**config.mk**
```make
export PLATFORM = sky130hd
export DESIGN_NAME = sccr_top
export DESIGN_NICKNAME = d
export VERILOG_FILES = /design/src/core/sccr_pkg.sv /design/src/core/sccr_ctrl_if.sv /design/src/core/sccr_top.sv /design/src/core/sccr_socket_drive.sv
export SDC_FILE = /design/constraint.sdc
export NUM_CORES = 1
export LEC_CHECK = 0
export BUFFER_PORTS_ARGS = -buffer_cell sky130_fd_sc_hd__buf_2
export CORE_ASPECT_RATIO = 0.7
export CORE_MARGIN = 5
export CORE_UTILIZATION = 45
export CTS_BUF_LIST = sky130_fd_sc_hd__clkbuf_4
export CTS_CLUSTER_DIAMETER = 100
export DETAILED_ROUTE_END_ITERATION = 16
export HOLD_SLACK_MARGIN = 0.08
export PLACE_DENSITY_LB_ADDON = 0.2
export SLEW_MARGIN = 5
export SYNTH_ARGS = -nofsm -noshare
export SYNTH_HDL_FRONTEND = slang
export SYNTH_SLANG_ARGS = --single-unit
```
**constraint.sdc**
```tcl
create_clock -name core_clk -period 3.95 [get_ports core_clk]
set_input_delay 0 -clock core_clk [delete_from_list [all_inputs] [get_ports core_clk]]
set_output_delay 0 -clock core_clk [all_outputs]
set_load 0.01 [all_outputs]
```
**src/core/sccr_pkg.sv**
```systemverilog
package sccr_pkg;
    // host-side port addresses of the index/data pair
    localparam logic [15:0] SCCR_INDEX_ADDR = 16'h03E0;
    localparam logic [15:0] SCCR_DATA_ADDR = 16'h03E1;
    // register indexes within a socket
    localparam logic [5:0] SCCR_REG_REV = 6'h00;
    localparam logic [5:0] SCCR_REG_STATUS = 6'h01;
    localparam logic [5:0] SCCR_REG_POWER = 6'h02;
    localparam logic [5:0] SCCR_REG_INTGEN = 6'h03;
    // index register fields
    localparam int SCCR_IDX_DEVICE_BIT = 7;
    localparam int SCCR_IDX_SOCKET_BIT = 6;
    // revision register contents
    localparam logic [1:0] SCCR_IFACE_MEM_IO = 2'h2;
    localparam logic [3:0] SCCR_REVISION = 4'h1; // arbitrary value
    // power control fields
    localparam int SCCR_PWR_CARD_EN = 7;
    localparam int SCCR_PWR_AUTO = 5;
    localparam int SCCR_PWR_VCC = 4;
    // interrupt/general control fields
    localparam int SCCR_IG_RING_EN = 7;
    localparam int SCCR_IG_RESET_N = 6;
    localparam int SCCR_IG_IO_MODE = 5;
    localparam int SCCR_IG_MGMT_REDIR = 4;
    // reset values
    localparam logic [7:0] SCCR_POWER_RST = 8'h00;
    localparam logic [7:0] SCCR_INTGEN_RST = 8'h00;
    localparam logic [7:0] SCCR_INDEX_RST = 8'h00;
    // programming-voltage codes
    localparam logic [1:0] SCCR_VPP_CARD = 2'h1;
    localparam logic [1:0] SCCR_VPP_12V = 2'h2;
endpackage

```
**src/core/sccr_ctrl_if.sv**
```systemverilog
`timescale 1ns/1ps
// control fields handed from the register file to the socket logic
interface sccr_ctrl_if;
    logic [7:0] power_q;
    logic [7:0] intgen_q;
    modport regs (output power_q, output intgen_q);
    modport sock (input power_q, input intgen_q);
endinterface

```
**src/core/sccr_top.sv**
```systemverilog
`timescale 1ns/1ps
// What this block does
// revision register reads interface code 10, zeros, fixed revision
// status bit 7 is inverted supply-valid pin
// status bit 5 is live ready/irq pin
// status bit 4 is live write-protect pin
// status bits 3:2 are inverted card-detect pins
// status bits 1:0 are raw battery detect pins
// software reads bit 0 as status change in io mode
// card power on needs power-good, vcc bit, auto-power condition
// one supply switch low when powered, chosen by 3.3v select
// auto-power makes power follow card insertion
// programming voltage field drives 12v or card supply switch
// socket outputs enabled by power-good, insertion and card enable
// card irq select routes card interrupt to one host irq
// redirect bit moves management interrupts to dedicated line
// io mode bit selects dual-function pin role
// card reset bit drives reset, polarity by disk mode, floats when disabled
// ring indicate drives irq15 in io mode with ring-out control
// control registers clear when power-good cycles
// index at 03e0, data at 03e1
// writes to read-only registers are ignored
module sccr_top
    import sccr_pkg::*;
(
    input wire logic core_clk,
    input wire logic rst_n,
    input wire logic [15:0] io_addr,
    input wire logic io_rd,
    input wire logic io_wr,
    input wire logic [7:0] io_wdata,
    output logic [7:0] io_rdata,
    output logic io_rdata_oe,
    input wire logic device_sel,
    input wire logic supply_good_in,
    input wire logic prog_valid_n,
    input wire logic card_ready_irq,
    input wire logic write_protect_io16,
    input wire logic card_detect_a_n,
    input wire logic card_detect_b_n,
    input wire logic battery1_status_change,
    input wire logic battery2_speaker,
    input wire logic vcc_3v3_select,
    input wire logic disk_mode,
    input wire logic irq15_ring_out,
    input wire logic mgmt_irq_req,
    input wire logic [3:0] mgmt_irq_select,
    output logic io_card_mode,
    output logic socket_out_en,
    output logic vcc_3v3_switch_n,
    output logic vcc_5v_switch_n,
    output logic prog_12v_switch,
    output logic prog_card_supply_switch,
    output logic card_reset_out,
    output logic card_reset_oe,
    output logic host_mgmt_n_a,
    output logic [15:0] host_irq
);
    sccr_ctrl_if ctrl ();
    logic [7:0] index_q;
    logic [7:0] index_d;
    logic [7:0] power_q;
    logic [7:0] power_d;
    logic [7:0] intgen_q;
    logic [7:0] intgen_d;
    logic [7:0] rdata_q;
    logic [7:0] rdata_d;
    logic rd_oe_q;
    logic rd_oe_d;
    logic good_q;
    logic card_power_on;
    logic hit_index;
    logic hit_data;
    logic socket_sel;

    assign hit_index = (io_addr == SCCR_INDEX_ADDR);
    assign hit_data = (io_addr == SCCR_DATA_ADDR);
    // only this device and socket a respond to the data port
    assign socket_sel = (index_q[SCCR_IDX_DEVICE_BIT] == device_sel)
        && !index_q[SCCR_IDX_SOCKET_BIT];

    // read multiplexer, live pins read straight through
    function automatic logic [7:0] reg_read(input logic [5:0] idx, input logic [7:0] st,
                                            input logic [7:0] pw, input logic [7:0] ig);
        logic [7:0] v;
        v = 8'h00;
        if (idx == SCCR_REG_REV) begin
            v = {SCCR_IFACE_MEM_IO, 2'h0, SCCR_REVISION};
        end else if (idx == SCCR_REG_STATUS) begin
            v = st;
        end else if (idx == SCCR_REG_POWER) begin
            v = pw;
        end else if (idx == SCCR_REG_INTGEN) begin
            v = ig;
        end
        return v;
    endfunction

    // next-state for index, control and read data
    always_comb begin
        logic [7:0] status;
        status = {!prog_valid_n, card_power_on, card_ready_irq, write_protect_io16,
                  !card_detect_b_n, !card_detect_a_n,
                  battery2_speaker, battery1_status_change};
        index_d = index_q;
        power_d = power_q;
        intgen_d = intgen_q;
        rdata_d = rdata_q;
        rd_oe_d = 1'b0;
        if (!supply_good_in) begin
            power_d = SCCR_POWER_RST;
            intgen_d = SCCR_INTGEN_RST;
        end else if (io_wr && hit_index) begin
            index_d = io_wdata;
        end else if (io_wr && hit_data && socket_sel) begin
            // revision and status writes fall through untouched
            if (index_q[5:0] == SCCR_REG_POWER) begin
                power_d = io_wdata;
            end else if (index_q[5:0] == SCCR_REG_INTGEN) begin
                intgen_d = io_wdata;
            end
        end
        if (io_rd && hit_index && !index_q[SCCR_IDX_DEVICE_BIT]) begin
            rdata_d = index_q;
            rd_oe_d = 1'b1;
        end else if (io_rd && hit_data && socket_sel) begin
            rdata_d = reg_read(index_q[5:0], status, power_q, intgen_q);
            rd_oe_d = 1'b1;
        end
    end

    // registers; control bytes also clear while power-good is low
    always_ff @(posedge core_clk or negedge rst_n) begin
        if (!rst_n) begin
            index_q <= SCCR_INDEX_RST;
            power_q <= SCCR_POWER_RST;
            intgen_q <= SCCR_INTGEN_RST;
            rdata_q <= 8'h00;
            rd_oe_q <= 1'b0;
            good_q <= 1'b0;
        end else begin
            index_q <= index_d;
            power_q <= power_d;
            intgen_q <= intgen_d;
            rdata_q <= rdata_d;
            rd_oe_q <= rd_oe_d;
            good_q <= supply_good_in;
        end
    end

    assign ctrl.power_q = power_q;
    assign ctrl.intgen_q = intgen_q;
    assign io_rdata = rdata_q;
    assign io_rdata_oe = rd_oe_q;
    assign io_card_mode = intgen_q[SCCR_IG_IO_MODE];

    sccr_socket_drive u_drive (
        .core_clk(core_clk),
        .rst_n(rst_n),
        .ctrl(ctrl.sock),
        .supply_good_in(supply_good_in),
        .card_detect_a_n(card_detect_a_n),
        .card_detect_b_n(card_detect_b_n),
        .vcc_3v3_select(vcc_3v3_select),
        .disk_mode(disk_mode),
        .card_ready_irq(card_ready_irq),
        .battery1_status_change(battery1_status_change),
        .irq15_ring_out(irq15_ring_out),
        .mgmt_irq_req(mgmt_irq_req),
        .mgmt_irq_select(mgmt_irq_select),
        .card_power_on(card_power_on),
        .socket_out_en(socket_out_en),
        .vcc_3v3_switch_n(vcc_3v3_switch_n),
        .vcc_5v_switch_n(vcc_5v_switch_n),
        .prog_12v_switch(prog_12v_switch),
        .prog_card_supply_switch(prog_card_supply_switch),
        .card_reset_out(card_reset_out),
        .card_reset_oe(card_reset_oe),
        .host_mgmt_n_a(host_mgmt_n_a),
        .host_irq(host_irq)
    );

    chk_power_clear: assert property (@(posedge core_clk) disable iff (!rst_n)
        $fell(good_q) |-> (power_q == 8'h00 && intgen_q == 8'h00))
        else $error("control not cleared on power-good loss");
    chk_power_write: assert property (@(posedge core_clk) disable iff (!rst_n)
        (supply_good_in && io_wr && hit_data && socket_sel && index_q[5:0] == 6'h02)
        |=> power_q == $past(io_wdata))
        else $error("power control write lost");
    chk_status_ro: assert property (@(posedge core_clk) disable iff (!rst_n)
        (io_wr && hit_data && index_q[5:0] == 6'h01) |=> $stable(power_q) || !good_q)
        else $error("status write touched control");
    chk_rev_read: assert property (@(posedge core_clk) disable iff (!rst_n)
        (io_rd && hit_data && socket_sel && index_q[5:0] == 6'h00)
        |=> io_rdata_oe && io_rdata[7:4] == 4'h8)
        else $error("revision read wrong");
    chk_status_read: assert property (@(posedge core_clk) disable iff (!rst_n)
        (io_rd && hit_data && socket_sel && index_q[5:0] == 6'h01)
        |=> io_rdata[3:2] == ~$past({card_detect_b_n, card_detect_a_n})
            && io_rdata[7] == !$past(prog_valid_n))
        else $error("status read wrong");
    chk_out_enable: assert property (@(posedge core_clk) disable iff (!rst_n)
        socket_out_en |-> supply_good_in && !card_detect_a_n && !card_detect_b_n
            && power_q[7])
        else $error("socket outputs enabled wrongly");
    chk_power_on: assert property (@(posedge core_clk) disable iff (!rst_n)
        (power_q[4] && power_q[5] && card_detect_a_n && supply_good_in)
        |-> vcc_3v3_switch_n && vcc_5v_switch_n)
        else $error("auto-power without card");
    chk_reset_float: assert property (@(posedge core_clk) disable iff (!rst_n)
        !power_q[7] |-> !card_reset_oe)
        else $error("reset driven with card disabled");
endmodule // sccr_top

```
**src/core/sccr_socket_drive.sv**
```systemverilog
`timescale 1ns/1ps
// socket-facing decode of supply, output enables, reset and irq routing
module sccr_socket_drive
    import sccr_pkg::*;
(
    input wire logic core_clk,
    input wire logic rst_n,
    sccr_ctrl_if.sock ctrl,
    input wire logic supply_good_in,
    input wire logic card_detect_a_n,
    input wire logic card_detect_b_n,
    input wire logic vcc_3v3_select,
    input wire logic disk_mode,
    input wire logic card_ready_irq,
    input wire logic battery1_status_change,
    input wire logic irq15_ring_out,
    input wire logic mgmt_irq_req,
    input wire logic [3:0] mgmt_irq_select,
    output logic card_power_on,
    output logic socket_out_en,
    output logic vcc_3v3_switch_n,
    output logic vcc_5v_switch_n,
    output logic prog_12v_switch,
    output logic prog_card_supply_switch,
    output logic card_reset_out,
    output logic card_reset_oe,
    output logic host_mgmt_n_a,
    output logic [15:0] host_irq
);
    logic inserted;
    logic [15:0] irq_d;
    logic [15:0] irq_q;
    logic mgmt_n_d;
    logic mgmt_n_q;

    // one-hot host irq line for a 4-bit select, reserved codes give nothing
    function automatic logic [15:0] irq_line(input logic [3:0] sel);
        logic [15:0] v;
        v = 16'h0000;
        case (sel)
            4'h3, 4'h4, 4'h5, 4'h7, 4'h9, 4'hA, 4'hB, 4'hC, 4'hE, 4'hF: v[sel] = 1'b1;
            default: v = 16'h0000;
        endcase
        return v;
    endfunction

    assign inserted = !card_detect_a_n && !card_detect_b_n;

    // supply gating follows power-good, vcc bit and auto-power
    assign card_power_on = supply_good_in && ctrl.power_q[SCCR_PWR_VCC]
        && (!ctrl.power_q[SCCR_PWR_AUTO] || inserted);
    assign vcc_3v3_switch_n = !(card_power_on && vcc_3v3_select);
    assign vcc_5v_switch_n = !(card_power_on && !vcc_3v3_select);
    assign prog_card_supply_switch = card_power_on
        && (ctrl.power_q[1:0] == SCCR_VPP_CARD);
    assign prog_12v_switch = card_power_on && (ctrl.power_q[1:0] == SCCR_VPP_12V);

    // enable table wins over bit text: vcc power not required
    assign socket_out_en = supply_good_in && inserted && ctrl.power_q[SCCR_PWR_CARD_EN];
    assign card_reset_oe = socket_out_en;
    assign card_reset_out = ctrl.intgen_q[SCCR_IG_RESET_N] ^ !disk_mode;

    // irq routing, ring indicate onto irq15 only in io mode
    always_comb begin
        logic card_irq;
        logic ring;
        card_irq = ctrl.intgen_q[SCCR_IG_IO_MODE] && !card_ready_irq;
        ring = ctrl.intgen_q[SCCR_IG_IO_MODE] && ctrl.intgen_q[SCCR_IG_RING_EN]
            && irq15_ring_out && !battery1_status_change;
        irq_d = card_irq ? irq_line(ctrl.intgen_q[3:0]) : 16'h0000;
        mgmt_n_d = 1'b1;
        if (mgmt_irq_req && ctrl.intgen_q[SCCR_IG_MGMT_REDIR]) begin
            mgmt_n_d = 1'b0;
        end else if (mgmt_irq_req) begin
            irq_d = irq_d | irq_line(mgmt_irq_select);
        end
        irq_d[15] = irq_d[15] | ring;
    end

    // registered interrupt outputs
    always_ff @(posedge core_clk or negedge rst_n) begin
        if (!rst_n) begin
            irq_q <= 16'h0000;
            mgmt_n_q <= 1'b1;
        end else begin
            irq_q <= irq_d;
            mgmt_n_q <= mgmt_n_d;
        end
    end
    assign host_irq = irq_q;
    assign host_mgmt_n_a = mgmt_n_q;

    chk_supply_exclusive: assert property (@(posedge core_clk) disable iff (!rst_n)
        !(!vcc_3v3_switch_n && !vcc_5v_switch_n))
        else $error("both supply switches active");
    chk_vpp_gated: assert property (@(posedge core_clk) disable iff (!rst_n)
        (prog_12v_switch || prog_card_supply_switch) |-> card_power_on)
        else $error("vpp switch without card power");
    chk_mgmt_redirect: assert property (@(posedge core_clk) disable iff (!rst_n)
        (mgmt_irq_req && ctrl.intgen_q[SCCR_IG_MGMT_REDIR]) |=> !host_mgmt_n_a)
        else $error("redirected management irq missing");
endmodule // sccr_socket_drive

```
==> results.yml <==
status:
  status: "completed"
cts:
  cts_resized: 0
  cts.sinks: 50
  postCtsSetupRepairBufs: 0
  cts_buffer_depth: 2
  cts_buffers: 5
  cts_tree: "built"
  cts-root-buf: "clkbuf_4"
  clk_latency_ps: 360
  clk_pin_slew_ps: 140
  htree_num_levels: 2
critical_path:
  cp-start-kind: "register"
  cp.required_ps: 4230
  path_class: "reg2reg"
  r2r_end: "ctrl.power_q[1]"
  cp-end-kind: "register"
  r2r_start: "index_q[4]"
  reg2reg_slack_ps: 1450
  reg2reg_depth: 4
  cp.arrival_ps: 2780
  worstPathMaxFanout: 8
finish:
  layout-drive-gt1-share_pct: 33.5
  fin_nets: 375
  syn2layout_area_growth_pct: 33.2
  final_common_cell: "buf_2"
  antenna_cells: 0
  design_area_um2: 3270
  layout_common_cells: "78 x buf_2, 49 x dfrtp_1, 32 x nand2_1, 26 x dlygate4sd3_1, 18 x mux2i_1"
worst_hold_path:
  whs_path_depth: 3
  worstHoldStart: "supply_good_in"
  holdPathEnd: "ctrl.intgen_q[7]"
  hp-class: "in2reg"
place:
  dpl.hpwl_mm: 4.81
  io_buffers: 78
  place_ws_ps: 1500
  placed_area_um2: 2920
  gp_congestion: 0.868
logic_synthesis:
  synth_area_leaders: "dfrtp_1 50%, mux2i_1 7.3%, mux2_2 6.4%"
  synth_area_leader_cell: "dfrtp_1"
  avgSynthCellArea_um2: 11.0
  yosys_warnings: 0
  synth_edf_count: 0
  synth_cells: 222
  synth-main-ff-cell: "dfrtp_1"
  synth_top_area_share_pct: 50.0
  ys_ff_latch: 50
  synth-async-reset-ratio_pct: 100
  synth.cell_area_um2: 2450
  ys_types: 45
  synth_seq_area_share_pct: 51.1
power_and_ir_drop:
  p_per_area_nw_per_um2: 279
  power_uw: 911
  p_leak_nw: 1.51
  ir_drop_uv: 182
timing:
  fmax_ghz: 0.400
  worst_pin_slew_ps: 1040
  hold_slack_ps: 86.7
  maxSlewHeadroom_pct: 30.7
  finalCriticalPeriod_ps: 2500
  hold_viol: 0
  finalSetupViolCount: 0
  layout_setup_ws_ps: 1450
  tns_ps: 0
  clock_skew_ps: 10.3
  finalCritPeriodShare_pct: 63.2
  finalMaxSlewViolations: 0
  rsz0062_at_grt: "false"
global_route:
  grt_pass1_vias: 2101
  grt_usage_pct: 19.0
  grt_overflow: 0
  grt_pass1_wl_mm: 10.8
  grt_antenna_before_repair: 0
  grt_start_max_net_pins: 51
job:
  maxCapViolations: 0
routing:
  avgViaCountPerCell: 5.42
  remaining_drc_errors: 0
  wl_met1_mm: 3.11
  wl_mm: 6.58
  postRouteAntennaNets: 0
  top_layer: "met4"
  wl_per_cell_um: 16.3
  met3_length_um: 440
  vias: 2186
  first_pass_iters: 5
  first_iter_violations: 187
  met2_length_mm: 2.97
die:
  core-area_um2: 5260
  fp.dieH_um: 71.8
  die_x_um: 98.2
  dieArea_um2: 7050
  row_count: 22
  ios: 79
  start_util_pct: 46.6
-- worst max-delay path by stage --
stage               startpoint  slack [ps]  cells after the start               end
CTS                 index_q[4]        1470                      4   ctrl.power_q[2]
global placement    index_q[4]        1590                      4   ctrl.power_q[0]
global route        index_q[4]        1380                      4   ctrl.power_q[3]
detailed placement  index_q[4]        1500                      4   ctrl.power_q[2]
finish              index_q[4]        1450                      4   ctrl.power_q[1]
floorplan           index_q[4]        1760                      4  ctrl.intgen_q[0]
-- critical path: stages, from the launching register on --
cell     delay (ps)
dfrtp_1         430
or4_4           560
or3b_4          430
nor4_4          720
mux2i_1         280
-- where the power goes --
group          switching (mW)  total, mW  internal [mW]
sequential            0.00113      0.518          0.517
clock                   0.156      0.304          0.148
combinational          0.0458     0.0892         0.0435
total                   0.203      0.911          0.708
-- synth_stat cells (6+ instances only) --
cell and number:
clkbuf_1 8, nand3_1 10, o211ai_1 6, nand2_1 32, mux2_2 14, mux2i_1 18
dfrtp_1 49, o31ai_1 6, nand2b_1 8
-- sequential cells by signal, indices dropped and copies added (netlist names) --
| register | cells |
|---|---|
| ctrl.power_q | 8 |
| io_rdata_oe | 1 |
| io_rdata | 8 |
| u_drive.host_irq | 16 |
| ctrl.intgen_q | 8 |
| u_drive.host_mgmt_n_a | 1 |
| index_q | 8 |
-- logic make-up after synthesis --
kind of cell              Yosys count  share of synthesized area (%)
and+or+nand+nor                    89                           21.2
xor gates and xnor gates            2                          0.714
buffers and inverters              12                           2.04
DFF                                50                           51.1
muxes                              32                           13.8
AOI/OAI and AO/OA                  36                           11.0
other                               1                          0.153
-- per-stage QoR --
step / utilization (%) / instances
after floorplan: - / 227
after global placement: 55.6 / 369
after detailed placement: 55.6 / 369
after CTS: 62.1 / 403
after global routing: 62.1 / 403
final: 62.1 / 403
-- what timing repair did --
| action | 4_1_cts | 5_1_grt |
|---|---|---|
| hold endpoints to repair | 90 | 0 |
| hold buffers | 26 | 0 |
| endpoints found under the setup margin | 0 | 0 |
-- metal layers --
| metal | GRT usage [%] | vias to the layer above |
|---|---|---|
| met2 | 29.0 | 89 |
| met3 | 3.89 | 7 |
| met5 | 0 | - |
| met1 | 28.2 | 1058 |
| met4 | 3.64 | 0 |
| li1 | - | 1032 |
-- area by class of cell --
cell class / count / area [um^2]
Timing Repair Buffer: 106 / 666
Inverter: 2 / 7.51
Clock inverter: 1 / 30.0
Tap cell: 72 / 90.1
Sequential cell: 50 / 1250
Fill cell: 452 / 1990
Multi-Input combinational cell: 165 / 1170
Clock buffer: 7 / 52.6
(Power assumes the default switching activity.)
